File: src/common/asr_pkg.sv
// Purpose: Constants and carrier types for the async 16-bit SRAM host controller.
// Assumes: 25 MHz controller clock (40 ns period).
// Notes:   Cycle counts are derived from the printed times, rounded up.
// Operation
// - Write happens only while strobe, both chip selects and a byte select overlap.
// - Write data valid 25 ns before write end, held 0 ns after.
// - Address and chip selects stable 45 ns before the write-ending edge.
// - Address valid at write start, may change only after write ends.
// - Byte select low 45 ns, strobe pulse 40 ns, writes 55 ns apart.
// - Deselected when either chip select inactive or both byte selects high.
// - Write strobe stays high for the whole of every read.
// - Address valid no later than chip and byte selects going active.
// - Deselect before retention; wait 55 ns after retention before access.
// - Controller never drives data pins while the memory drives them.
package asr_pkg;
  localparam int unsigned CLK_PERIOD_NS            = 40;
  localparam int unsigned ADDR_W                   = 22;
  localparam int unsigned DATA_W                   = 16;
  localparam int unsigned READ_CYCLE_MIN_NS        = 55;
  localparam int unsigned ADDR_ACCESS_DELAY_NS     = 55;
  localparam int unsigned OUT_ENABLE_ACCESS_NS     = 25;
  localparam int unsigned BYTE_SEL_TURNOFF_NS      = 20;
  localparam int unsigned WRITE_CYCLE_MIN_NS       = 55;
  localparam int unsigned ADDR_SETUP_TO_WR_END_NS  = 45;
  localparam int unsigned WRITE_PULSE_MIN_NS       = 40;
  localparam int unsigned DATA_SETUP_TO_WR_END_NS  = 25;
  localparam int unsigned RETENTION_RECOVERY_NS    = 55;

  function automatic int unsigned cyc(input int unsigned ns);
    int unsigned c;
    c = (ns + CLK_PERIOD_NS - 1) / CLK_PERIOD_NS;
    return (c < 1) ? 1 : c;
  endfunction

  // Write pulse must satisfy strobe width, address/select setup and data setup
  localparam int unsigned WR_PULSE_CYC = cyc(ADDR_SETUP_TO_WR_END_NS);
  localparam int unsigned WR_CYCLE_CYC = cyc(WRITE_CYCLE_MIN_NS);
  // Read sample after access time; one extra cycle covers output enable path
  localparam int unsigned RD_ACCESS_CYC = cyc(ADDR_ACCESS_DELAY_NS);
  localparam int unsigned RD_CYCLE_CYC  = cyc(READ_CYCLE_MIN_NS);
  localparam int unsigned TURNOFF_CYC   = cyc(BYTE_SEL_TURNOFF_NS);
  localparam int unsigned RECOVERY_CYC  = cyc(RETENTION_RECOVERY_NS);
  localparam int unsigned CNT_W         = 3;

  typedef struct packed {
    logic              write;
    logic [1:0]        byte_en;
    logic [ADDR_W-1:0] addr;
    logic [DATA_W-1:0] wdata;
  } asr_req_t;

  typedef struct packed {
    logic              chip_select_n;
    logic              chip_select_hi;
    logic              write_strobe_n;
    logic              out_enable_n;
    logic              upper_byte_sel_n;
    logic              lower_byte_sel_n;
    logic [ADDR_W-1:0] addr;
  } asr_pins_t;
endpackage

File: src/verilog/asr_dq_lane.sv
// Purpose: Data pin buffer for one byte lane: output register and input sync.
// Assumes: Memory data pins are asynchronous to clk_i.
// Notes:   Input passes two flip-flops before the controller samples it.
module asr_dq_lane (
  // Clock and reset
  input  wire logic       clk_i,
  input  wire logic       rst_b_i,
  // Controller side
  input  wire logic       load_i,
  input  wire logic [7:0] wdata_i,
  input  wire logic       drive_i,
  output logic      [7:0] rdata_o,
  // Pin side
  input  wire logic [7:0] dq_i,
  output logic      [7:0] dq_o,
  output logic      [7:0] dq_oe_o
);
  logic [7:0] sync1;

  always_ff @(posedge clk_i or negedge rst_b_i) begin
    if (!rst_b_i) begin
      sync1   <= 8'h00;
      rdata_o <= 8'h00;
    end else begin
      sync1   <= dq_i;
      rdata_o <= sync1;
    end
  end

  always_ff @(posedge clk_i or negedge rst_b_i) begin
    if (!rst_b_i) begin
      dq_o <= 8'h00;
    end else if (load_i) begin
      dq_o <= wdata_i;
    end
  end

  // Unselected lane never drives
  always_ff @(posedge clk_i or negedge rst_b_i) begin
    if (!rst_b_i) begin
      dq_oe_o <= 8'h00;
    end else begin
      dq_oe_o <= {8{drive_i}};
    end
  end
endmodule

File: src/verilog/asr_host.sv
// Purpose: Clocked host controller driving an asynchronous 16-bit SRAM.
// Assumes: One request at a time; req_ready_o high only in idle.
// Notes:   Each access holds address and selects for the whole cycle.
module asr_host (
  // Clock and reset
  input  wire logic                     clk_i,
  input  wire logic                     rst_b_i,
  // Request port
  input  wire logic                     req_valid_i,
  input  wire asr_pkg::asr_req_t        req_i,
  output logic                          req_ready_o,
  // Read answer
  output logic                          rsp_valid_o,
  output logic [asr_pkg::DATA_W-1:0]    rsp_rdata_o,
  // Retention control
  input  wire logic                     retention_i,
  output logic                          retention_ok_o,
  // Memory pins
  output asr_pkg::asr_pins_t            pins_o,
  input  wire logic [asr_pkg::DATA_W-1:0] dq_i,
  output logic [asr_pkg::DATA_W-1:0]    dq_o,
  output logic [asr_pkg::DATA_W-1:0]    dq_oe_o
);
  typedef enum logic [5:0] {
    ST_IDLE   = 6'h01,
    ST_WRITE  = 6'h02,
    ST_WREC   = 6'h04,
    ST_READ   = 6'h08,
    ST_RTAIL  = 6'h10,
    ST_RETAIN = 6'h20
  } asr_state_t;

  asr_state_t                   state;
  asr_state_t                   next_state;
  logic [asr_pkg::CNT_W-1:0]    cnt;
  logic [asr_pkg::CNT_W-1:0]    next_cnt;
  asr_pkg::asr_req_t            cur;
  logic [asr_pkg::DATA_W-1:0]   lane_rdata;
  logic                         ret_s1;
  logic                         ret_s2;
  logic                         start;

  ////////////////////////////////////////////////////////////////////////////
  // Retention request synchroniser (comes from outside the clock domain)
  always_ff @(posedge clk_i or negedge rst_b_i) begin
    if (!rst_b_i) begin
      ret_s1 <= 1'b0;
      ret_s2 <= 1'b0;
    end else begin
      ret_s1 <= retention_i;
      ret_s2 <= ret_s1;
    end
  end

  ////////////////////////////////////////////////////////////////////////////
  // Sequencer
  assign req_ready_o = (state == ST_IDLE) && !ret_s2;
  assign start       = req_valid_i && req_ready_o;

  always_comb begin
    next_state = state;
    next_cnt   = (cnt != '0) ? cnt - 1'b1 : cnt;
    case (state)
      ST_IDLE: begin
        if (ret_s2) begin
          next_state = ST_RETAIN;                  // Already deselected
        end else if (start && req_i.write) begin
          next_state = ST_WRITE;
          next_cnt   = asr_pkg::CNT_W'(asr_pkg::WR_PULSE_CYC - 1);
        end else if (start) begin
          next_state = ST_READ;
          next_cnt   = asr_pkg::CNT_W'(asr_pkg::RD_ACCESS_CYC);
        end
      end
      ST_WRITE: begin
        if (cnt == '0) begin
          next_state = ST_WREC;
          next_cnt   = asr_pkg::CNT_W'(asr_pkg::WR_CYCLE_CYC - asr_pkg::WR_PULSE_CYC);
        end
      end
      ST_WREC: begin
        if (cnt == '0) begin
          next_state = ST_IDLE;
        end
      end
      ST_READ: begin
        if (cnt == '0) begin
          next_state = ST_RTAIL;
          next_cnt   = asr_pkg::CNT_W'(asr_pkg::TURNOFF_CYC);
        end
      end
      ST_RTAIL: begin
        if (cnt == '0) begin
          next_state = ST_IDLE;
        end
      end
      ST_RETAIN: begin
        if (!ret_s2) begin
          next_state = ST_WREC;
          next_cnt   = asr_pkg::CNT_W'(asr_pkg::RECOVERY_CYC);
        end
      end
      default: begin
        next_state = ST_IDLE;
        next_cnt   = '0;
      end
    endcase
  end

  always_ff @(posedge clk_i or negedge rst_b_i) begin
    if (!rst_b_i) begin
      state <= ST_IDLE;
      cnt   <= '0;
    end else begin
      state <= next_state;
      cnt   <= next_cnt;
    end
  end

  // Request held for the whole access so address never moves mid-cycle
  always_ff @(posedge clk_i or negedge rst_b_i) begin
    if (!rst_b_i) begin
      cur <= '0;
    end else if (start) begin
      cur <= req_i;
    end
  end

  ////////////////////////////////////////////////////////////////////////////
  // Pin drive: address and selects change together, strobe only in ST_WRITE
  always_ff @(posedge clk_i or negedge rst_b_i) begin
    if (!rst_b_i) begin
      pins_o.chip_select_n    <= 1'b1;
      pins_o.chip_select_hi   <= 1'b0;
      pins_o.write_strobe_n   <= 1'b1;
      pins_o.out_enable_n     <= 1'b1;
      pins_o.upper_byte_sel_n <= 1'b1;
      pins_o.lower_byte_sel_n <= 1'b1;
      pins_o.addr             <= '0;
    end else begin
      // Selects and strobe are all registered from next_state, so they switch on the same edge
      pins_o.chip_select_n    <= !(next_state inside {ST_WRITE, ST_READ});
      pins_o.chip_select_hi   <=  (next_state inside {ST_WRITE, ST_READ});
      pins_o.write_strobe_n   <= !(next_state == ST_WRITE);
      pins_o.out_enable_n     <= !(next_state == ST_READ);
      pins_o.upper_byte_sel_n <= !((next_state inside {ST_WRITE, ST_READ}) &&
                                   (start ? req_i.byte_en[1] : cur.byte_en[1]));
      pins_o.lower_byte_sel_n <= !((next_state inside {ST_WRITE, ST_READ}) &&
                                   (start ? req_i.byte_en[0] : cur.byte_en[0]));
      if (start) begin
        pins_o.addr <= req_i.addr;
      end
    end
  end

  ////////////////////////////////////////////////////////////////////////////
  // Data lanes: drive only during a write, never while output enable is low
  for (genvar g = 0; g < 2; g++) begin : g_lane
    asr_dq_lane u_lane (
      .clk_i   (clk_i),
      .rst_b_i (rst_b_i),
      .load_i  (start),
      .wdata_i (req_i.wdata[8*g +: 8]),
      .drive_i (next_state == ST_WRITE && (start ? req_i.byte_en[g] : cur.byte_en[g])),
      .rdata_o (lane_rdata[8*g +: 8]),
      .dq_i    (dq_i[8*g +: 8]),
      .dq_o    (dq_o[8*g +: 8]),
      .dq_oe_o (dq_oe_o[8*g +: 8])
    );
  end

  ////////////////////////////////////////////////////////////////////////////
  // Read answer: sampled through the two-stage lane synchroniser
  always_ff @(posedge clk_i or negedge rst_b_i) begin
    if (!rst_b_i) begin
      rsp_valid_o <= 1'b0;
      rsp_rdata_o <= '0;
    end else begin
      rsp_valid_o <= (state == ST_RTAIL) && (cnt == asr_pkg::CNT_W'(asr_pkg::TURNOFF_CYC));
      if ((state == ST_RTAIL) && (cnt == asr_pkg::CNT_W'(asr_pkg::TURNOFF_CYC))) begin
        rsp_rdata_o <= lane_rdata & {{8{cur.byte_en[1]}}, {8{cur.byte_en[0]}}};
      end
    end
  end

  assign retention_ok_o = (state == ST_RETAIN);
endmodule

File: config.mk
export PLATFORM = sky130hd
export DESIGN_NAME = asr_host
export DESIGN_NICKNAME = d
export VERILOG_FILES = /design/src/common/asr_pkg.sv /design/src/verilog/asr_dq_lane.sv /design/src/verilog/asr_host.sv
export SDC_FILE = /design/constraint.sdc
export NUM_CORES = 1
export LEC_CHECK = 0
export ABC_AREA = 1
export BUFFER_PORTS_ARGS = -buffer_cell sky130_fd_sc_hd__buf_2
export CORE_UTILIZATION = 45
export DETAILED_ROUTE_END_ITERATION = 10
export GPL_TIMING_DRIVEN = 1
export PLACE_DENSITY_LB_ADDON = 0.08
export SLEW_MARGIN = 5
export SYNTH_ARGS = -nofsm -noshare
export SYNTH_HDL_FRONTEND = slang
export SYNTH_SLANG_ARGS = --single-unit
File: constraint.sdc
create_clock -name clk_i -period 1.9 [get_ports clk_i]
set_input_delay 0.475 -clock clk_i [delete_from_list [all_inputs] [get_ports clk_i]]
set_output_delay 0.475 -clock clk_i [all_outputs]
set_load 0.1 [all_outputs]
### Word level (Yosys, flattened, before mapping)

Index checks and enable logic that the tools add are counted.

| word-level totals | value |
|---|---|
| bits in registers | 108 |
| bits of input ports | 61 |
| output and inout bits | 79 |
| word-level logic and storage cells | 69 |

| operators by class | value |
|---|---|
| $add $sub $neg | 1 |
| equal/unequal tests | 9 |
| muxes and demuxes | 18 |
| bitwise logic cells | 1 |
| reductions and logical operators | 18 |

Operator list:

| cell | count |
|---|---|
| $mux 6 | 7 |
| $pmux 6 s5 | 1 |
| $mux 3 | 7 |
| $and 16x16->16 | 1 |
| $pmux 3 s5 | 1 |
| $eq 6x2->1 const B | 2 |
| $eq 6x4->1 const B | 2 |
| $logic_and 1x1->1 | 8 |
| $eq 6x1->1 const B | 1 |
| $eq 6x3->1 const B | 1 |
| $eq 6x5->1 const B | 1 |
| $eq 6x6->1 const B | 1 |
| $logic_not 1->1 | 6 |
| $eq 3x1->1 const B | 1 |
| $logic_not 3->1 | 1 |
| $reduce_bool 3->1 | 1 |
| $sub 3x1->3 const B | 1 |
| $mux 1 | 2 |
| $reduce_bool 2->1 | 1 |
| $reduce_or 2->1 | 1 |

### Logic depth before layout (Yosys ltp)

| logic depth | value |
|---|---|
| depth in word-level cells | 11 |
| gate-level depth with buffers | 10 |
| mapped depth without buffers | 10 |

### Cells and area by module

Synthesis repeated with hierarchy kept, for this count alone.

| second synthesis, totals | value |
|---|---|
| cells, all modules | 410 |
| area total of the unflattened synthesis | 4105.2 µm² |

By module, submodules not included:

| module | times used | cells an instance | area each (µm²) |
|---|---|---|---|
| asr_host | 1 | 294 | 2538.7 |
| asr_dq_lane | 2 | 58 | 783.3 |

### Least setup slack after synthesis

OpenSTA, ideal clock, no wires.

| timing | value |
|---|---|
| kind | reg-to-output |
| from | reg state[0] |
| to | out req_ready_o |
| data arrival time | 2.115 ns |
| data required time | 1.425 ns |
| setup slack | -0.690 ns |
| stages on the path, launching flop included | 5 |
| path through | dfstp_2 nand2_1 nor2_4 inv_1 nor2_1 |

| between the ends | value |
|---|---|
| word-level cells in the longest chain between the ends | 2 |

RTL lines:

| item | line | RTL |
|---|---|---|
| start, declared | asr_host.sv:33 | `asr_state_t state;` |
| start signal, assigned | asr_host.sv:115 | `state <= next_state;` |
| $eq 6x1->1 | asr_host.sv:57 | `assign req_ready_o = (state == ST_IDLE) && !ret_s2;` |
| $logic_and 1x1->1 | asr_host.sv:57 |  |
| end, declared | asr_host.sv:11 | `output logic req_ready_o,` |

Every way passes these cells.

### Worst setup path after layout

Same ends and word-level chain as after synthesis.

==> metrics.csv <==
metric;value;unit
clkTransAtPathRegs;0.10;ns
violations;negative setup slack;
drv_cap;0;
fin_ws;-0.0618;ns
clk-insertion-delay-late;0.37;ns
cts_tree;yes;
grt_usage;17.8;%
vias_per_cell;4.63;
final.setup.tns;-0.0618;ns
numPortBuffers;139;
num-fill-cells;789;
start_util;47.5;%
antenna_found_initial;0;
netlist_area;4230;µm²
crit_arrival;1.49;ns
fin_crit;1.96;ns
setup-violations-final;1;
final.period_utilization;103;%
crit_required;1.42;ns
cp-start-kind;flop;
synth_cells;409;
grt_overflow;0;
drt_drc_violations_left;0;
dpl.hpwl;5840;µm
routedWlPerCell;12.4;µm
skew;0.0116;ns
clk_path_buf_depth;2;
rsz0062_at_grt;true;
drive_gt1_share;39.1;%
leakagePower;2.93;nW
cts_buffers;9;
cp_num_cells;5;
antenna_cells;0;
ir_worst_vdd;1.26;mV
top_level_ports;140;
crit_buf_inv;2;
synth_nets;475;
maxSlewViolCount;0;
hold_class;primary input to asynchronous set/reset pin;
cts_max_level;3;
dr.pass1.iters;5;
place.gp.congestion;0.838;
critical_path_class;flop to output port;
core_area;8890;µm²
layoutNonFillerInstCount;661;
num_rows;34;
final_hold_viol_count;0;
synth_seq_area_share;64.1;%
p_per_area;1880;nW/µm²
avgSynthCellArea;10.3;µm²
dieWidth;98.9;µm
status;finished with violations;
nNetsFinal;614;
crit_chain;nand2_1 -> nor2_4 -> inv_2 -> nor2_4 -> buf_12;
ctsHoldBuffers;0;
wirelength;8190;µm
max_stage_delay;0.57;ns
drtIter0Drc;55;
clock-root-buffer;clkbuf_8;
ys_types;24;
reg2regPathDepth;8;
max-slew-margin-rel;65.6;%
grt_max_degree;41;
dp_slack;0.158;ns
synth_warnings;0;
finalPower;0.00999;W
fmax;0.510;GHz
crit_path_max_fanout;3;
end_kind;output port;
path_common_cell;nor2_4;
grt_pass1_vias;2955;
cp_slowest_cell;dfstp_2;
cts_sinks;108;
ant_nets;0;
grt_pass1_wl;13500;µm
ys_ff_latch;108;
syn_to_final_growth;25.8;%
dieArea;9780;µm²
dieHeight;98.9;µm
path_delay_family;flip-flops;
dp.cells;634;
worst_slew_pin_slew;0.520;ns
vias;3058;
==> layer usage <==
| metal | wire length (µm) | vias up | track usage [%] | share of wire (%) |
|---|---|---|---|---|
| li1 | - | 1516 | - | - |
| met1 | 3500 | 1427 | 21.0 | 43 |
| met2 | 3920 | 98 | 29.7 | 48 |
| met3 | 580 | 17 | 6.67 | 7.1 |
| met4 | 188 | 0 | 6.66 | 2.3 |
| met5 | 0 | - | 0 | 0 |
==> cell usage in the layout, fill, tap and decap left out, types with 5 or more instances in the layout <==
master    Yosys  routed
buf_2         3     136
buf_4        14      14
clkbuf_8      0       9
dfrtp_1     102     102
dfstp_2       6       6
ha_1          5       5
inv_1        66      64
nand2_1      99      99
nand3_1      12      11
nor2_1       14      10
o21ai_0       5       5
o21ai_1      34      34
o21ai_2      21      21
==> report_power, final <==
part	internal, W	switching (W)
sequential	0.00283	0.000309
combinational	0.000991	0.00437
clock	0.000654	0.000844
total	0.00447	0.00552
==> kinds of logic (layout without fill, tap and decap cells) <==
| logic type | count (synthesis) | in the layout | share of synthesized area [%] |
|---|---|---|---|
| XOR/XNOR | 1 | 1 | 0.207 |
| flip-flops | 108 | 108 | 64.1 |
| buffers and inverters | 96 | 240 | 10.9 |
| AO/OA/AOI/OAI | 65 | 65 | 10.2 |
| adder cells (fa/ha/maj) | 5 | 5 | 1.48 |
| AND/OR/NAND/NOR | 134 | 134 | 13.1 |
==> sequential cells by signal (all words and copies together) (netlist names) <==
register,flops
cur,2
g_lane.u_lane.rdata_o,16
g_lane.u_lane.sync1,16
ret_s2,1
g_lane.u_lane.dq_o,16
cnt,3
ret_s1,1
rsp_valid_o,1
rsp_rdata_o,16
g_lane.u_lane.dq_oe_o,2
state,6
pins_o,28
==> through the flow <==
step | utilization, % | hold slack (ns) | cell area (µm²)
after global placement | 55.9 | 0.332 | 4970
final | 59.8 | 0.0323 | 5320
after CTS | 59.4 | 0.0288 | 5280
after detailed placement | 55.9 | 0.335 | 4970
after floorplan | - | 0.179 | 4230
after global routing | 59.8 | 0.0431 | 5320
==> path summary, 6_finish.rpt <==
path,from,end,slack (ns)
max in group asynchronous,rst_b_i,state[0],1.28
worst min register to register,g_lane[0].u_lane.sync1[4],g_lane[0].u_lane.rdata_o[4],0.36
worst max register to register,state[0],pins_o[24],0.13
min in group clk_i,dq_i[11],g_lane[1].u_lane.sync1[3],0.20
worst max-delay path,state[0],req_ready_o,-0.06
worst min-delay path,rst_b_i,state[5],0.03
==> Yosys cell counts, drive strengths merged <==
cell	count	share of area (%)
xnor2	1	0.21
dfrtp	102	60
nor2	16	1.8
nand4	3	0.44
dfstp	6	3.7
clkbuf	3	0.27
buf	25	4.6
nand3	13	1.7
o211ai	1	0.18
a21oi	2	0.24
inv	68	6.0
o21ai	62	9.7
ha	5	1.5
nand2	102	9.2
==> area by class of cell <==
class,count,area (µm²),area share [%]
Clock buffer,9,124,2.33
Clock inverter,7,106,2.00
Inverter,68,258,4.85
Multi-Input combinational cell,205,1090,20.6
Sequential cell,108,2710,51.0
Tap cell,108,135,2.54
Timing Repair Buffer,156,888,16.7
==> timing repair <==
item | 4_1_cts | 5_1_grt
buffers inserted | 10 | 1
endpoints found under the hold margin | 0 | 0
endpoints found under the setup margin | 2 | 3
pin swaps | 5 | 5
resized for setup | 4 | 7
(Power assumes the default switching activity.)
